<file path="src/core/dbgc_regs.svh">
// register offsets, field positions, reset values and counts of the debugger control block
// Operation
// - writing one to halt bit halts fetch
// - writing zero resumes fetching and executing
// - enabled breakpoint opcode sets halt bit
// - read protection blocks clearing; reset only
// - breakpoint disabled: opcode acts as nop
// - enabled breakpoint acts per loop select
// - ack enable sends all-ones character
// - value 81h resets and halts
// - value 41h resets and runs, breakpoints on
// - value 40h in halt releases processor
`ifndef DBGC_REGS_SVH
`define DBGC_REGS_SVH
// ************************************************************
// register map
// ************************************************************
`define DBGC_ADDR_W        4
`define DBGC_OFS_CTL       4'h0
`define DBGC_OFS_IRQ_STAT  4'h1
`define DBGC_OFS_IRQ_EN    4'h2
`define DBGC_OFS_IRQ_CLR   4'h3
`define DBGC_CTL_RESET     8'h00
`define DBGC_CTL_WMASK     8'hF1
// ************************************************************
// field positions of the control register
// ************************************************************
`define DBGC_BIT_HALT      7
`define DBGC_BIT_BREAKPOINT_ENABLE_BIT     6
`define DBGC_BIT_ACKEN     5
`define DBGC_BIT_LOOP      4
`define DBGC_BIT_RST       0
// ************************************************************
// interrupt status bits, link constants
// ************************************************************
`define DBGC_IRQ_BRK       0
`define DBGC_IRQ_HALT      1
`define DBGC_IRQ_RST       2
`define DBGC_IRQ_W         3
`define DBGC_BRK_OPCODE    8'h00
`define DBGC_ACK_CHAR      8'hFF
`define DBGC_BIT_TIME_NS   1000
`define DBGC_CLK_NS        10
`define DBGC_BIT_CYC       (`DBGC_BIT_TIME_NS / `DBGC_CLK_NS)
`define DBGC_RST_CYC       8'h10
`endif

</file>
<file path="src/core/dbgc_pkg.sv">
// types shared by the debugger control block
package dbgc_pkg;
   typedef struct packed {
      logic       halt;      // halt mode bit
      logic       breakpoint_enable_bit;     // breakpoint enable
      logic       acken;     // halt ack enable
      logic       loopsel;   // breakpoint loop select
   } dbgc_ctl_t;

   typedef struct packed {
      logic       we;
      logic       re;
      logic [3:0] addr;
      logic [7:0] wdata;
   } dbgc_bus_t;

   typedef enum logic [1:0] {DBGC_TX_IDLE, DBGC_TX_START, DBGC_TX_DATA, DBGC_TX_STOP} dbgc_tx_st_t;
endpackage : dbgc_pkg

</file>
<file path="src/core/dbgc_ack_tx.sv">
// sends the acknowledge character on the open-drain debug pin
`timescale 1ns/1ps
`include "dbgc_regs.svh"
module dbgc_ack_tx
   import dbgc_pkg::*;
(
   input  wire logic clk,
   input  wire logic nrst,
   input  wire logic send,
   output logic      busy,
   output logic      pin_oe
);
   typedef struct packed {
      dbgc_tx_st_t st;
      logic [7:0]  cnt;
      logic [2:0]  bitn;
      logic        oe;
   } dbgc_tx_state_t;

   dbgc_tx_state_t s;
   dbgc_tx_state_t next_s;

   // a macro literal cannot be bit-selected, so the character sits in a constant
   localparam logic [7:0] ack_bits = `DBGC_ACK_CHAR;

   // ************************************************************
   // serial engine: start low, eight data bits lsb first, stop high
   // ************************************************************
   // open drain: a one is sent by releasing the pin, so the all-ones
   // character only pulls low for the start bit
   always_comb begin
      next_s = s;
      if (s.st != DBGC_TX_IDLE) begin
         next_s.cnt = s.cnt - 8'h01;
      end
      case (s.st)
         DBGC_TX_IDLE: begin
            next_s.oe = 1'b0;
            if (send) begin
               next_s.st   = DBGC_TX_START;
               next_s.cnt  = 8'(`DBGC_BIT_CYC - 1);
               next_s.oe   = 1'b1;
               next_s.bitn = 3'h0;
            end
         end
         DBGC_TX_START: begin
            if (s.cnt == 8'h00) begin
               next_s.st  = DBGC_TX_DATA;
               next_s.cnt = 8'(`DBGC_BIT_CYC - 1);
               next_s.oe  = ~ack_bits[0];
            end
         end
         DBGC_TX_DATA: begin
            if (s.cnt == 8'h00) begin
               next_s.cnt = 8'(`DBGC_BIT_CYC - 1);
               if (s.bitn == 3'h7) begin
                  next_s.st = DBGC_TX_STOP;
                  next_s.oe = 1'b0;
               end else begin
                  next_s.bitn = s.bitn + 3'h1;
                  next_s.oe   = ~ack_bits[s.bitn + 3'h1];
               end
            end
         end
         DBGC_TX_STOP: begin
            if (s.cnt == 8'h00) begin
               next_s.st = DBGC_TX_IDLE;
            end
         end
         default: begin
            next_s.st = DBGC_TX_IDLE;
         end
      endcase
   end

   // state register
   always_ff @(posedge clk or negedge nrst) begin
      if (!nrst) begin
         s <= '{st: DBGC_TX_IDLE, cnt: 8'h00, bitn: 3'h0, oe: 1'b0};
      end else begin
         s <= next_s;
      end
   end

   assign busy   = (s.st != DBGC_TX_IDLE);
   assign pin_oe = s.oe;
endmodule : dbgc_ack_tx

</file>
<file path="src/core/dbgc_irq.sv">
// sticky event status, enable and clear for the single interrupt line
`timescale 1ns/1ps
`include "dbgc_regs.svh"
module dbgc_irq
   import dbgc_pkg::*;
(
   input  wire logic                  clk,
   input  wire logic                  nrst,
   input  wire logic [`DBGC_IRQ_W-1:0] events,
   input  wire logic                  en_we,
   input  wire logic                  clr_we,
   input  wire logic [`DBGC_IRQ_W-1:0] wdata,
   output logic [`DBGC_IRQ_W-1:0]      status,
   output logic [`DBGC_IRQ_W-1:0]      enable,
   output logic                       irq
);
   typedef struct packed {
      logic [`DBGC_IRQ_W-1:0] stat;
      logic [`DBGC_IRQ_W-1:0] en;
      logic                   irq;
   } dbgc_irq_state_t;

   dbgc_irq_state_t s;
   dbgc_irq_state_t next_s;

   // set wins over clear so an event in the clear cycle is kept
   always_comb begin
      next_s      = s;
      next_s.stat = (s.stat & ~(clr_we ? wdata : '0)) | events;
      if (en_we) begin
         next_s.en = wdata;
      end
      next_s.irq = |(next_s.stat & next_s.en);
   end

   // state register
   always_ff @(posedge clk or negedge nrst) begin
      if (!nrst) begin
         s <= '0;
      end else begin
         s <= next_s;
      end
   end

   assign status = s.stat;
   assign enable = s.en;
   assign irq    = s.irq;
endmodule : dbgc_irq

</file>
<file path="src/core/dbgc_top.sv">
// debugger control register: halt, run, breakpoint and reset commands
`timescale 1ns/1ps
`include "dbgc_regs.svh"
module dbgc_top
   import dbgc_pkg::*;
(
   input  wire logic                    clk,
   input  wire logic                    nrst,
   input  wire logic [`DBGC_ADDR_W-1:0] addr,
   input  wire logic [7:0]              wdata,
   input  wire logic                    we,
   input  wire logic                    re,
   output logic [7:0]                   rdata,
   input  wire logic                    host_we,
   input  wire logic [7:0]              host_wdata,
   input  wire logic                    read_protect,
   input  wire logic                    opcode_valid,
   input  wire logic [7:0]              opcode,
   output logic                         fetch_halt,
   output logic                         brk_as_nop,
   output logic                         brk_loop,
   output logic                         core_reset,
   output logic                         dbg_pin_oe,
   output logic                         dbg_pin_o,
   output logic                         irq
);
   // ************************************************************
   // state
   // ************************************************************
   typedef struct packed {
      dbgc_ctl_t  ctl;
      logic [7:0] rdata;
      logic [7:0] rst_cnt;
      logic       rp_q1;
      logic       rp_q2;
      logic       ack_req;
      logic       brk_evt;
      logic       halt_evt;
      logic       rst_evt;
      logic       nop_out;
      logic       rst_out;
   } dbgc_state_t;

   dbgc_state_t s;
   dbgc_state_t next_s;

   logic                   tx_busy;
   logic                   tx_oe;
   logic [`DBGC_IRQ_W-1:0] irq_stat;
   logic [`DBGC_IRQ_W-1:0] irq_en;
   logic                   irq_q;

   // control register as read back; reserved bits 3..1 and reset bit read zero
   function automatic logic [7:0] ctl_image(input dbgc_ctl_t c);
      logic [7:0] v;
      v                  = 8'h00;
      v[`DBGC_BIT_HALT]  = c.halt;
      v[`DBGC_BIT_BREAKPOINT_ENABLE_BIT] = c.breakpoint_enable_bit;
      v[`DBGC_BIT_ACKEN] = c.acken;
      v[`DBGC_BIT_LOOP]  = c.loopsel;
      return v;
   endfunction : ctl_image

   // apply one write of the control value from either side
   function automatic dbgc_ctl_t ctl_write(input dbgc_ctl_t c, input logic [7:0] v,
                                           input logic rp);
      dbgc_ctl_t n;
      logic [7:0] m;
      m         = v & `DBGC_CTL_WMASK;
      n         = c;
      n.breakpoint_enable_bit   = m[`DBGC_BIT_BREAKPOINT_ENABLE_BIT];
      n.acken   = m[`DBGC_BIT_ACKEN];
      n.loopsel = m[`DBGC_BIT_LOOP];
      if (m[`DBGC_BIT_HALT]) begin
         n.halt = 1'b1;
      end else if (!rp) begin
         n.halt = 1'b0;
      end
      return n;
   endfunction : ctl_write

   // ************************************************************
   // next state
   // ************************************************************
   // local register writes and host link writes share one path; the host
   // wins if both land in one cycle, as it is the debugger in charge
   always_comb begin
      logic        ctl_we;
      logic [7:0]  ctl_val;
      logic        brk_hit;
      ctl_we          = host_we || (we && addr == `DBGC_OFS_CTL);
      ctl_val         = host_we ? host_wdata : wdata;
      brk_hit         = opcode_valid && opcode == `DBGC_BRK_OPCODE && s.ctl.breakpoint_enable_bit;
      next_s          = s;
      next_s.brk_evt  = 1'b0;
      next_s.halt_evt = 1'b0;
      next_s.rst_evt  = 1'b0;
      next_s.ack_req  = 1'b0;
      next_s.rp_q1    = read_protect;
      next_s.rp_q2    = s.rp_q1;
      if (ctl_we) begin
         next_s.ctl = ctl_write(s.ctl, ctl_val, s.rp_q2);
         if (ctl_val[`DBGC_BIT_RST]) begin
            next_s.rst_cnt = `DBGC_RST_CYC;
            next_s.rst_evt = 1'b1;
         end
      end
      // enabled breakpoint halts and raises ack when acken is set; disabled one is a nop
      if (brk_hit) begin
         next_s.ctl.halt = 1'b1;
         next_s.brk_evt  = 1'b1;
         next_s.ack_req  = s.ctl.acken;
      end
      next_s.halt_evt = next_s.ctl.halt && !s.ctl.halt;
      // core reset pulse stretches for a fixed count
      if (s.rst_cnt != 8'h00 && !next_s.rst_evt) begin
         next_s.rst_cnt = s.rst_cnt - 8'h01;
      end
      next_s.rst_out = (next_s.rst_cnt != 8'h00);
      next_s.nop_out = !next_s.ctl.breakpoint_enable_bit;
      // read data stands in the cycle after the strobe only
      next_s.rdata = 8'h00;
      if (re) begin
         case (addr)
            `DBGC_OFS_CTL:      next_s.rdata = ctl_image(s.ctl);
            `DBGC_OFS_IRQ_STAT: next_s.rdata = 8'(irq_stat);
            `DBGC_OFS_IRQ_EN:   next_s.rdata = 8'(irq_en);
            default:            next_s.rdata = 8'h00;
         endcase
      end
   end

   // ************************************************************
   // registers
   // ************************************************************
   always_ff @(posedge clk or negedge nrst) begin
      if (!nrst) begin
         s             <= '0;
         s.ctl         <= dbgc_ctl_t'(4'h0);
         s.nop_out     <= 1'b1;
      end else begin
         s <= next_s;
      end
   end

   // ************************************************************
   // acknowledge character sender
   // ************************************************************
   // a request while a character is still going out is dropped; each
   // breakpoint hit with acken set that finds the sender idle sends one
   dbgc_ack_tx u_tx (
      .clk    (clk),
      .nrst   (nrst),
      .send   (s.ack_req && !tx_busy),
      .busy   (tx_busy),
      .pin_oe (tx_oe)
   );

   // ************************************************************
   // interrupt
   // ************************************************************
   dbgc_irq u_irq (
      .clk    (clk),
      .nrst   (nrst),
      .events ({s.rst_evt, s.halt_evt, s.brk_evt}),
      .en_we  (we && addr == `DBGC_OFS_IRQ_EN),
      .clr_we (we && addr == `DBGC_OFS_IRQ_CLR),
      .wdata  (wdata[`DBGC_IRQ_W-1:0]),
      .status (irq_stat),
      .enable (irq_en),
      .irq    (irq_q)
   );

   // ************************************************************
   // outputs
   // ************************************************************
   // all from flip-flops except dbg_pin_o, tied low; the pin only ever pulls low
   assign rdata      = s.rdata;
   assign fetch_halt = s.ctl.halt;
   assign brk_as_nop = s.nop_out;
   assign brk_loop   = s.ctl.loopsel;
   assign core_reset = s.rst_out;
   assign dbg_pin_oe = tx_oe;
   assign dbg_pin_o  = 1'b0;
   assign irq        = irq_q;
endmodule : dbgc_top

</file>
<file path="config.mk">
export PLATFORM = sky130hd
export DESIGN_NAME = dbgc_top
export DESIGN_NICKNAME = d
export VERILOG_FILES = /design/src/core/dbgc_pkg.sv /design/src/core/dbgc_ack_tx.sv /design/src/core/dbgc_irq.sv /design/src/core/dbgc_top.sv
export VERILOG_INCLUDE_DIRS = /design/src /design/src/core
export SDC_FILE = /design/constraint.sdc
export NUM_CORES = 1
export LEC_CHECK = 0
export ABC_CLOCK_PERIOD_IN_PS = 1700
export BUFFER_PORTS_ARGS = -buffer_cell sky130_fd_sc_hd__buf_2
export CAP_MARGIN = 25
export CORE_UTILIZATION = 50
export DETAILED_ROUTE_END_ITERATION = 8
export GPL_TIMING_DRIVEN = 1
export MAX_ROUTING_LAYER = met4
export PLACE_DENSITY = 0.77
export SLEW_MARGIN = 20
export SYNTH_ARGS = -nofsm -noshare
export SYNTH_HDL_FRONTEND = slang
export SYNTH_SLANG_ARGS = --single-unit
</file>
<file path="constraint.sdc">
create_clock -name clk -period 1.7 [get_ports clk]
set_input_delay 0.17 -clock clk [delete_from_list [all_inputs] [get_ports clk]]
set_output_delay 0.17 -clock clk [all_outputs]
set_load 0.01 [all_outputs]
</file>
==> results.sh, run 1 <==
export IMPL_synth_top_cells_by_area="dfrtp_1 (45%), ha_1 (4.8%), o21ai_0 (3.6%)"
export IMPL_grt_pass1_wl_mm=9.11
export IMPL_final_core_util_pct=65.5
export IMPL_grt_max_degree=20
export IMPL_grt_pass1_vias=2092
export IMPL_status="finished with violations"
export IMPL_antenna_found_initial=0
export IMPL_drt_total_wl_mm=5.58
export IMPL_fillers=426
export IMPL_drive_above_1_share_pct=34.2
export IMPL_slowest_delay_ns=0.59
export IMPL_multi_input_area_um2=1420
export IMPL_synth_common_cells="dfrtp_1 (47), nand2_1 (21), nor2_1 (20), o21ai_0 (19), nor3_1 (11)"
export IMPL_cts_sinks=48
export IMPL_yosysTopAreaCellShare_pct=44.8
export IMPL_drtIter0Drc=91
export IMPL_portBuffers=43
export IMPL_synth_cell_types=56
export IMPL_clk_pin_slew_ns=0.09
export IMPL_tns_ns=-0.140
export IMPL_finalWorstSetupSlack_ns=-0.0468
export IMPL_clk_path_buf_depth=2
export IMPL_slew_viol_final=0
export IMPL_synthesis_area_um2=2620
export IMPL_diodes=0
export IMPL_fin_crit_sh_pct=103
export IMPL_layout_min_cycle_time_ns=1.75
export IMPL_critPathLaunchType="register"
export IMPL_cts_root_buf="clkbuf_8"
export IMPL_p_leak_nw=1.56
export IMPL_insertion_delay_ns=0.30
export IMPL_cts_tree="built"
export IMPL_crit_path_cell_trace="or4_4, o22ai_2, a22oi_1, a2111o_1"
export IMPL_rows=26
export IMPL_synth_seq_cells=48
export IMPL_numCtsBuffers=5
export IMPL_arrival_ns=1.93
export IMPL_synth_area_leader_cell="dfrtp_1"
export IMPL_fp_dieH_um=74.4
export IMPL_dp_hpwl_mm=4.18
export IMPL_final_setup_viol_count=4
export IMPL_finalHoldViolCount=0
export IMPL_crit_required_ns=1.88
export IMPL_die_w_um=74.4
export IMPL_cellPowerDensity_nw_per_um2=1500
export IMPL_avgSynthCellArea_um2=9.83
export IMPL_dr_total_vias=2195
export IMPL_post_route_drc_count=0
export IMPL_hold_path_class="in2reg"
export IMPL_fin_area_um2=3320
export IMPL_initial_core_util_pct=51.7
export IMPL_coreArea_um2=5070
export IMPL_synth_edff_count=0
export IMPL_htree_levels=2
export IMPL_cp_end_kind="register"
export IMPL_final_seq_area_um2=1200
export IMPL_cp_max_fo=7
export IMPL_synth_seq_area_share_pct=45.8
export IMPL_rsz0062_at_grt="true"
export IMPL_antenna_left=0
export IMPL_yosys_warnings=0
export IMPL_placed_cell_area_um2=3080
export IMPL_die_area_um2=5540
export IMPL_fin_nets=383
export IMPL_grt_overflow_total=0
export IMPL_failed_checks="negative setup slack"
export IMPL_track_usage_pct=22.6
export IMPL_skew_ns=0.00216
export IMPL_p_total_mw=4.98
export IMPL_synth_most_common_cell="dfrtp_1"
export IMPL_crit_type="reg2reg"
export IMPL_fmax_mhz=572
export IMPL_synthCells=267
export IMPL_maxCapViolCount=0
export IMPL_area_growth_pct=26.7
export IMPL_routedWlPerCell_um=13.7
export IMPL_drtPass1Iterations=4
export IMPL_slowest_stage="or4_4"
export IMPL_async_flop_share_pct=100
export IMPL_pin_count=50
export IMPL_synthFlopType="dfrtp_1"
export IMPL_vias_per_cell=5.37
export IMPL_gp_congestion=0.866
export IMPL_vdd_ir_drop_max_v=0.000963
critical path, delay by kind of cell (launching register included):
| family | cells | cell delay, ns |
|---|---|---|
| simple gates | 1 | 0.59 |
| compound gates | 3 | 0.64 |
| flops | 1 | 0.39 |
per-layer routing:
metal	vias up	GRT usage, %	part of all wire, %
met1	1040	26.9	43
met3	11	3.39	3.1
li1	1097	-	-
met4	0	8.39	1.7
met2	47	38.6	52
met5	-	-	0
logic make-up (layout without fill, tap and decap cells):
kind of cell	count (synthesis)	in the layout	synth area share, %
and+or+nand+nor	107	107	23.1
AOI/OAI and AO/OA	63	63	15.7
DFF	48	48	45.8
buffers and inverters	23	94	4.86
adders and majority gates	10	10	4.77
muxes	9	9	3.58
xor gates and xnor gates	6	6	2.00
other	1	2	0.143
area by class of cell:
cell class / count / share of cell area (%)
inverters: 9 / 1.02
clock buffers: 6 / 2.48
flip-flops and latches: 48 / 36.2
well taps: 70 / 2.64
clock inverters: 2 / 0.414
repair buffers: 77 / 14.4
multi-input cells: 197 / 42.8
through the flow:
step | hold slack [ns] | setup WS, ns | std cells
final | 0.0726 | -0.0468 | 409
after CTS | 0.0698 | -0.0587 | 407
after detailed placement | 0.126 | -0.0971 | 396
after floorplan | -0.126 | -0.0532 | 268
after global placement | 0.128 | -0.0813 | 396
after global routing | 0.0705 | -0.114 | 409
where the power goes:
part	internal, mW	switching (mW)	leakage [nW]
clock	0.333	0.381	0.0516
combinational	1.33	1.31	0.895
sequential	1.39	0.238	0.608
total	3.06	1.93	1.56
timing repair:
action                                 CTS  global route
resized for setup                        5            21
setup endpoints to repair                5            14
endpoints found under the hold margin   17             0
hold buffers                             2             0
setup buffers                            1             2
pin swaps                                4            11
flip-flops by register name (all words and copies together) (netlist names), 3 cells and up:
name / cells
rdata: 7
s: 15
u_irq.enable: 3
u_irq.status: 3
u_tx.s: 13
layout by cell type (no fill, tap or decap), types with 10 or more instances in the layout:
cell type and n:
a21oi_1 10, buf_2 43, buf_4 31, dfrtp_1 46, nand2_1 19, nor2_1 19
nor3_1 10, o21ai_0 17
final timing paths:
| path | from | to | slack (ns) | cells after the start |
|---|---|---|---|---|
| worst min register to register | next_s[6]$_DFF_PN0_ | s[6]$_DFF_PN0_ | 0.36 | 0 |
| min in group asynchronous | nrst | u_irq.status[1]$_DFF_PN0_ | 0.32 | 2 |
| worst max register to register | s[14]$_DFF_PN0_ | core_reset$_DFF_PN0_ | -0.05 | 4 |
| max in group asynchronous | nrst | s[10]$_DFF_PN0_ | 0.81 | 3 |
| worst max-delay path | s[14]$_DFF_PN0_ | core_reset$_DFF_PN0_ | -0.05 | 4 |
| worst min-delay path | host_wdata[4] | brk_loop$_DFFE_PN0N_ | 0.07 | 3 |
(Power assumes the default switching activity.)
==> inputs of run 2 (changes only) <==
--- a/config.mk
+++ b/config.mk
@@ -6,10 +6,11 @@
 export SDC_FILE = /design/constraint.sdc
 export NUM_CORES = 1
 export LEC_CHECK = 0
-export ABC_CLOCK_PERIOD_IN_PS = 1700
+export ABC_CLOCK_PERIOD_IN_PS = 1430
 export BUFFER_PORTS_ARGS = -buffer_cell sky130_fd_sc_hd__buf_2
 export CAP_MARGIN = 25
 export CORE_UTILIZATION = 50
+export CTS_BUF_LIST = sky130_fd_sc_hd__clkbuf_4
 export DETAILED_ROUTE_END_ITERATION = 8
 export GPL_TIMING_DRIVEN = 1
 export MAX_ROUTING_LAYER = met4
==> constraint.sdc (replaced) <==
create_clock -name clk -period 1.43 [get_ports clk]
set_input_delay 0.143 -clock clk [delete_from_list [all_inputs] [get_ports clk]]
set_output_delay 0.143 -clock clk [all_outputs]
set_load 0.01 [all_outputs]
==> run 2 against run 1 <==
Compared with the run above:
- clock skew rose by 0.024 ns
- total power rose by 50%
- design area rose by 19%
- the run still ends with negative setup slack left
==> results.sh, run 2 (same netlist as run 1, synthesis figures left out) <==
export IMPL_post_route_drc_count=0
export IMPL_maxCapViolCount=0
export IMPL_pwr_share_comb_pct=65.7
export IMPL_clk_pin_slew_ns=0.14
export IMPL_die_w_um=74.4
export IMPL_rsz0062_at_grt="true"
export IMPL_initial_core_util_pct=51.7
export IMPL_skew_ns=0.0266
export IMPL_switching_share_pct=40.0
export IMPL_crit_path_cell_trace="buf_4, or3_4, o22ai_2, a22oi_1, a2111o_1"
export IMPL_slowest_delay_ns=0.42
export IMPL_status="finished with violations"
export IMPL_final_core_util_pct=77.7
export IMPL_cts_root_buf="clkbuf_4"
export IMPL_drtPass1Iterations=4
export IMPL_dr_total_vias=2505
export IMPL_critPathLaunchType="register"
export IMPL_rows=26
export IMPL_cellPowerDensity_nw_per_um2=1890
export IMPL_htree_levels=2
export IMPL_fin_nets=429
export IMPL_grt_max_degree=34
export IMPL_cp_startpoint="s[8]$_DFF_PN0_"
export IMPL_layout_common_cells="buf_4 (56), dfrtp_1 (47), buf_2 (43), nand2_1 (18), nor2_1 (17)"
export IMPL_power_switching_mw=2.98
export IMPL_cp_end_kind="register"
export IMPL_r2r_start="s[8]$_DFF_PN0_"
export IMPL_cts_sinks=48
export IMPL_diodes=0
export IMPL_finalWorstSetupSlack_ns=-0.316
export IMPL_crit_family="compound AO/OA/AOI/OAI gates"
export IMPL_gp_congestion=0.888
export IMPL_dp_hpwl_mm=4.53
export IMPL_p_leak_nw=1.84
export IMPL_layout_min_cycle_time_ns=1.75
export IMPL_portBuffers=43
export IMPL_cp_max_fo=4
export IMPL_r2r_slack_ns=-0.32
export IMPL_pin_count=50
export IMPL_clockPowerShare_pct=8.8
export IMPL_fillers=335
export IMPL_routedWlPerCell_um=15.9
export IMPL_p_total_mw=7.45
export IMPL_track_usage_pct=26.6
export IMPL_grt_pass1_wl_mm=10.7
export IMPL_crit_type="reg2reg"
export IMPL_vdd_ir_drop_max_v=0.00119
export IMPL_area_growth_pct=50.3
export IMPL_finalHoldViolCount=0
export IMPL_die_area_um2=5540
export IMPL_arrival_ns=2.01
export IMPL_fp_dieH_um=74.4
export IMPL_antenna_found_initial=0
export IMPL_p_int_mw=4.48
export IMPL_drt_total_wl_mm=7.23
export IMPL_largest_reg_flops=15
export IMPL_crit_buf_inv=1
export IMPL_vias_per_cell=5.51
export IMPL_fmax_mhz=573
export IMPL_hp_start="wdata[5]"
export IMPL_grt_pass1_vias=2443
export IMPL_grt_overflow_total=0
export IMPL_fin_crit_sh_pct=122
export IMPL_final_setup_viol_count=20
export IMPL_whs_ns=0.0372
export IMPL_coreArea_um2=5070
export IMPL_insertion_delay_ns=0.39
export IMPL_final_common_cell="buf_4"
export IMPL_clk_path_buf_depth=2
export IMPL_drtIter0Drc=69
export IMPL_cts_tree="built"
export IMPL_crit_required_ns=1.69
export IMPL_drive_above_1_share_pct=47.8
export IMPL_numCtsBuffers=5
export IMPL_top_register="s"
export IMPL_seqPwrFrac_pct=25.6
export IMPL_hold_path_class="in2reg"
export IMPL_dp_worst_setup_slack_ns=-0.325
export IMPL_slowest_stage="dfrtp_1"
export IMPL_failed_checks="negative setup slack"
export IMPL_placed_cell_area_um2=3300
export IMPL_slew_viol_final=0
export IMPL_fin_area_um2=3940
export IMPL_antenna_left=0
## run 2: timing repair
action,in CTS,in global routing
hold buffers,6,0
gates resized for setup,33,34
setup buffers,11,18
endpoints found under the hold margin,53,0
pin swaps,19,18
setup endpoints to repair,21,22
gates cloned,0,1
## run 2: power by group through the flow
stage          clock (mW)  sequential, mW  combinational (mW)
2_1_floorplan           0            1.98                1.86
3_3_place_gp            0            1.90                3.16
3_5_place_dp            0            1.92                3.26
4_1_cts             0.655            1.89                3.90
5_1_grt             0.711            1.93                5.24
6_report            0.655            1.91                4.89
## run 2: layout make-up
class / count / area [um^2] / area share (%)
clock buffers: 5 / 37.5 / 0.952
clock inverters: 3 / 18.8 / 0.476
inverters: 9 / 33.8 / 0.857
multi-input cells: 197 / 1620 / 41.2
flip-flops and latches: 48 / 1200 / 30.5
well taps: 70 / 87.6 / 2.22
repair buffers: 123 / 938 / 23.8
## run 2: path summary, 6_finish.rpt
path                                              to  depth (start not counted)
worst max-delay path            core_reset$_DFF_PN0_                          5
worst min-delay path               s[25]$_DFFE_PN0N_                          3
worst max register to register  core_reset$_DFF_PN0_                          5
worst min register to register        s[6]$_DFF_PN0_                          0
max in group asynchronous       brk_as_nop$_DFF_PN1_                          3
min in group asynchronous        next_s[6]$_DFF_PN0_                          2
## run 2: per-layer routing
layer	routed length, um	global-route usage, %	share of wire [%]
met1	2890	30.1	40
met3	278	4.20	3.8
met2	3920	45.8	54
met5	0	-	0
met4	143	12.4	2.0
## run 2: worst register-to-register path, delay by kind of cell (launching register included)
family | cells | cell delay [ns]
buf+inv | 1 | 0.15
simple gates | 1 | 0.41
flops | 1 | 0.42
compound gates | 3 | 0.67
## run 2: metrics by stage
step | TNS [ns] | cells
global placement | -2.17 | 414
CTS | -2.05 | 439
floorplan | -1.24 | 268
finish | -3.42 | 455
global route | -4.61 | 455
detailed placement | -2.90 | 414
==> inputs of run 3 (changes only) <==
--- a/config.mk
+++ b/config.mk
@@ -6,15 +6,18 @@
 export SDC_FILE = /design/constraint.sdc
 export NUM_CORES = 1
 export LEC_CHECK = 0
+export ABC_AREA = 1
 export ABC_CLOCK_PERIOD_IN_PS = 1430
 export BUFFER_PORTS_ARGS = -buffer_cell sky130_fd_sc_hd__buf_2
 export CAP_MARGIN = 25
-export CORE_UTILIZATION = 50
+export CELL_PAD_IN_SITES_DETAIL_PLACEMENT = 0
+export CELL_PAD_IN_SITES_GLOBAL_PLACEMENT = 1
+export CORE_UTILIZATION = 38
 export CTS_BUF_LIST = sky130_fd_sc_hd__clkbuf_4
 export DETAILED_ROUTE_END_ITERATION = 8
 export GPL_TIMING_DRIVEN = 1
 export MAX_ROUTING_LAYER = met4
-export PLACE_DENSITY = 0.77
+export PLACE_DENSITY = 0.79
 export SLEW_MARGIN = 20
 export SYNTH_ARGS = -nofsm -noshare
 export SYNTH_HDL_FRONTEND = slang
==> run 3 against run 2 <==
Compared with the run above:
- the run still ends with negative setup slack left
- clock power increased by 28%
- count of clock-buffer cells in the layout unchanged
- sequential power decreased by 14%
- register-to-register slack improved by 0.31 ns
- synthesized cell count increased by 14%
- critical endpoint is now u_tx.s[11]$_DFF_PN0_
==> results.sh, run 3 <==
export IMPL_insertion_delay_ns=0.37
export IMPL_grt_pass1_wl_mm=9.05
export IMPL_die_w_um=83.7
export IMPL_dp_worst_setup_slack_ns=-0.113
export IMPL_switching_share_pct=35.0
export IMPL_synth_top_cells_by_area="dfrtp_1 (46%), nand2_1 (8.7%), inv_1 (6.7%)"
export IMPL_fin_nets=432
export IMPL_arrival_ns=1.74
export IMPL_diodes=0
export IMPL_post_route_drc_count=0
export IMPL_final_common_cell="nand2_1"
export IMPL_clk_pin_slew_ns=0.15
export IMPL_dr_total_vias=2173
export IMPL_cts_sinks=48
export IMPL_fin_cells=465
export IMPL_maxCapViolCount=0
export IMPL_use_met3_pct=2.77
export IMPL_synth_seq_area_share_pct=47.4
export IMPL_async_flop_share_pct=100
export IMPL_numCtsBuffers=5
export IMPL_htree_levels=2
export IMPL_pwr_share_comb_pct=37.4
export IMPL_crit_buf_inv=1
export IMPL_synth_area_leader_cell="dfrtp_1"
export IMPL_clockPowerShare_pct=21.2
export IMPL_failed_checks="negative setup slack"
export IMPL_antenna_left=0
export IMPL_coreArea_um2=6390
export IMPL_synthCells=305
export IMPL_synth_edff_count=0
export IMPL_crit_type="reg2reg"
export IMPL_rows=29
export IMPL_vdd_ir_drop_max_v=0.000918
export IMPL_synthesis_area_um2=2540
export IMPL_drtPass1Iterations=4
export IMPL_fin_crit_sh_pct=101
export IMPL_portBuffers=43
export IMPL_gp_congestion=0.782
export IMPL_synth_common_cells="nand2_1 (59), dfrtp_1 (47), inv_1 (45), nor2_1 (31), nand3_1 (23)"
export IMPL_fillers=612
export IMPL_grt_max_degree=49
export IMPL_pin_count=50
export IMPL_use_met1_pct=19.8
export IMPL_avgSynthCellArea_um2=8.32
export IMPL_synth_most_common_cell="nand2_1"
export IMPL_cp_end_kind="register"
export IMPL_p_int_mw=2.57
export IMPL_placed_cell_area_um2=2980
export IMPL_track_usage_pct=16.4
export IMPL_crit_path_cell_trace="inv_2, ha_4, nor2_4, nand3_4, nor2_4, nand3_2, xor2_1, a21oi_1"
export IMPL_final_setup_viol_count=1
export IMPL_drive_above_1_share_pct=39.2
export IMPL_crit_required_ns=1.73
export IMPL_antenna_found_initial=0
export IMPL_cellPowerDensity_nw_per_um2=1160
export IMPL_p_leak_nw=1.82
export IMPL_top_usage_layer="met2"
export IMPL_vias_per_cell=4.67
export IMPL_fmax_mhz=694
export IMPL_synth_cell_types=33
export IMPL_largest_reg_flops=15
export IMPL_clk_path_buf_depth=2
export IMPL_grtUsageMet2_pct=27.9
export IMPL_critPathLaunchType="register"
export IMPL_area_growth_pct=34.0
export IMPL_grt_overflow_total=0
export IMPL_fin_area_um2=3400
export IMPL_yosysTopAreaCellShare_pct=46.4
export IMPL_cpMostUsedCell="nor2_4"
export IMPL_drt_total_wl_mm=5.50
export IMPL_power_switching_mw=1.38
export IMPL_cts_root_buf="clkbuf_4"
export IMPL_yosys_warnings=0
export IMPL_finalHoldViolCount=0
export IMPL_die_area_um2=7000
export IMPL_synthFlopType="dfrtp_1"
export IMPL_dp_cells=441
export IMPL_cts_tree="built"
export IMPL_status="finished with violations"
export IMPL_layout_min_cycle_time_ns=1.44
export IMPL_cp_max_fo=4
export IMPL_synth_seq_cells=48
export IMPL_layout_common_cells="nand2_1 (49), dfrtp_1 (47), buf_2 (43), inv_1 (36), buf_4 (34)"
export IMPL_fp_dieH_um=83.7
export IMPL_seqPwrFrac_pct=41.4
export IMPL_drtIter0Drc=89
export IMPL_final_core_util_pct=53.2
export IMPL_skew_ns=0.00923
export IMPL_top_register="s"
export IMPL_slew_viol_final=0
export IMPL_rsz0062_at_grt="true"
export IMPL_initial_core_util_pct=39.7
export IMPL_dp_hpwl_mm=3.82
export IMPL_slowest_delay_ns=0.42
export IMPL_grt_pass1_vias=2115
export IMPL_finalWorstSetupSlack_ns=-0.0107
export IMPL_crit_family="flip-flops"
export IMPL_slowest_stage="dfrtp_1"
export IMPL_routedWlPerCell_um=11.8
export IMPL_hold_path_class="in2reg"
## run 3: through the flow
stage / TNS (ns) / power, mW / hold slack, ns
finish: -0.0107 / 3.95 / 0.0124
global route: -0.823 / 4.22 / 0.0106
detailed placement: -0.779 / 2.72 / 0.151
floorplan: 0 / 2.33 / -0.153
global placement: -0.331 / 2.71 / 0.143
CTS: -0.115 / 3.65 / 0.00293
## run 3: cell type report
type                       count  area (um^2)  share of cell area (%)
tap                           77         96.3                    2.84
timing repair buffer          83          544                    16.0
sequential                    48         1200                    35.4
inverter                      50          193                    5.67
multi-input combinational    199         1280                    37.7
clock inverter                 3         42.5                    1.25
clock buffer                   5         37.5                    1.10
## run 3: logic make-up (layout without fill, tap and decap cells)
logic type / after synthesis / in the layout / synth area share, %
simple gates: 141 / 141 / 26.9
fa+ha+maj: 10 / 10 / 4.93
buf+inv: 59 / 141 / 10.1
other cells: 1 / 2 / 0.148
flops: 48 / 48 / 47.4
compound gates: 40 / 40 / 8.49
xor+xnor: 6 / 6 / 2.07
## run 3: path summary, 6_finish.rpt
kind                                   startpoint                   end  slack (ns)  cells after the start
setup / recovery           u_tx.s[13]$_DFFE_PN0P_  u_tx.s[11]$_DFF_PN0_       -0.01                      8
hold / removal                           wdata[5]     s[25]$_DFFE_PN0N_        0.01                      3
setup reg to reg           u_tx.s[13]$_DFFE_PN0P_  u_tx.s[11]$_DFF_PN0_       -0.01                      8
hold reg to reg               next_s[6]$_DFF_PN0_        s[6]$_DFF_PN0_        0.37                      0
max in group asynchronous                    nrst  brk_as_nop$_DFF_PN1_        0.90                      3
min in group asynchronous                    nrst       s[26]$_DFF_PN0_        0.27                      3
## run 3: metal layers
| metal | routed length (um) | share of wire [%] | vias to the layer above |
|---|---|---|---|
| met5 | 0 | 0 | - |
| met4 | 66 | 1.2 | 0 |
| met3 | 130 | 2.4 | 6 |
| met2 | 2840 | 52 | 28 |
| met1 | 2460 | 45 | 1004 |
| li1 | - | - | 1135 |
## run 3: timing repair
action	CTS	global route
buffers inserted	7	7
gates resized for setup	26	42
endpoints found under the setup margin	15	16
hold buffers	2	0
pin swaps	10	21
endpoints found under the hold margin	49	0
## run 3: power by group through the flow
stage / Clock, mW / Combinational (mW) / Sequential, mW
2_1_floorplan: 0 / 0.676 / 1.65
3_3_place_gp: 0 / 1.05 / 1.66
3_5_place_dp: 0 / 1.06 / 1.66
4_1_cts: 0.854 / 1.17 / 1.62
5_1_grt: 0.905 / 1.66 / 1.66
6_report: 0.837 / 1.48 / 1.64
## run 3: worst reg2reg max path: stages (launching register included)
cell and delay [ns]:
dfrtp_1 0.42, inv_2 0.08, ha_4 0.19, nor2_4 0.12
nand3_4 0.10, nor2_4 0.12, nand3_2 0.07, xor2_1 0.15
a21oi_1 0.12
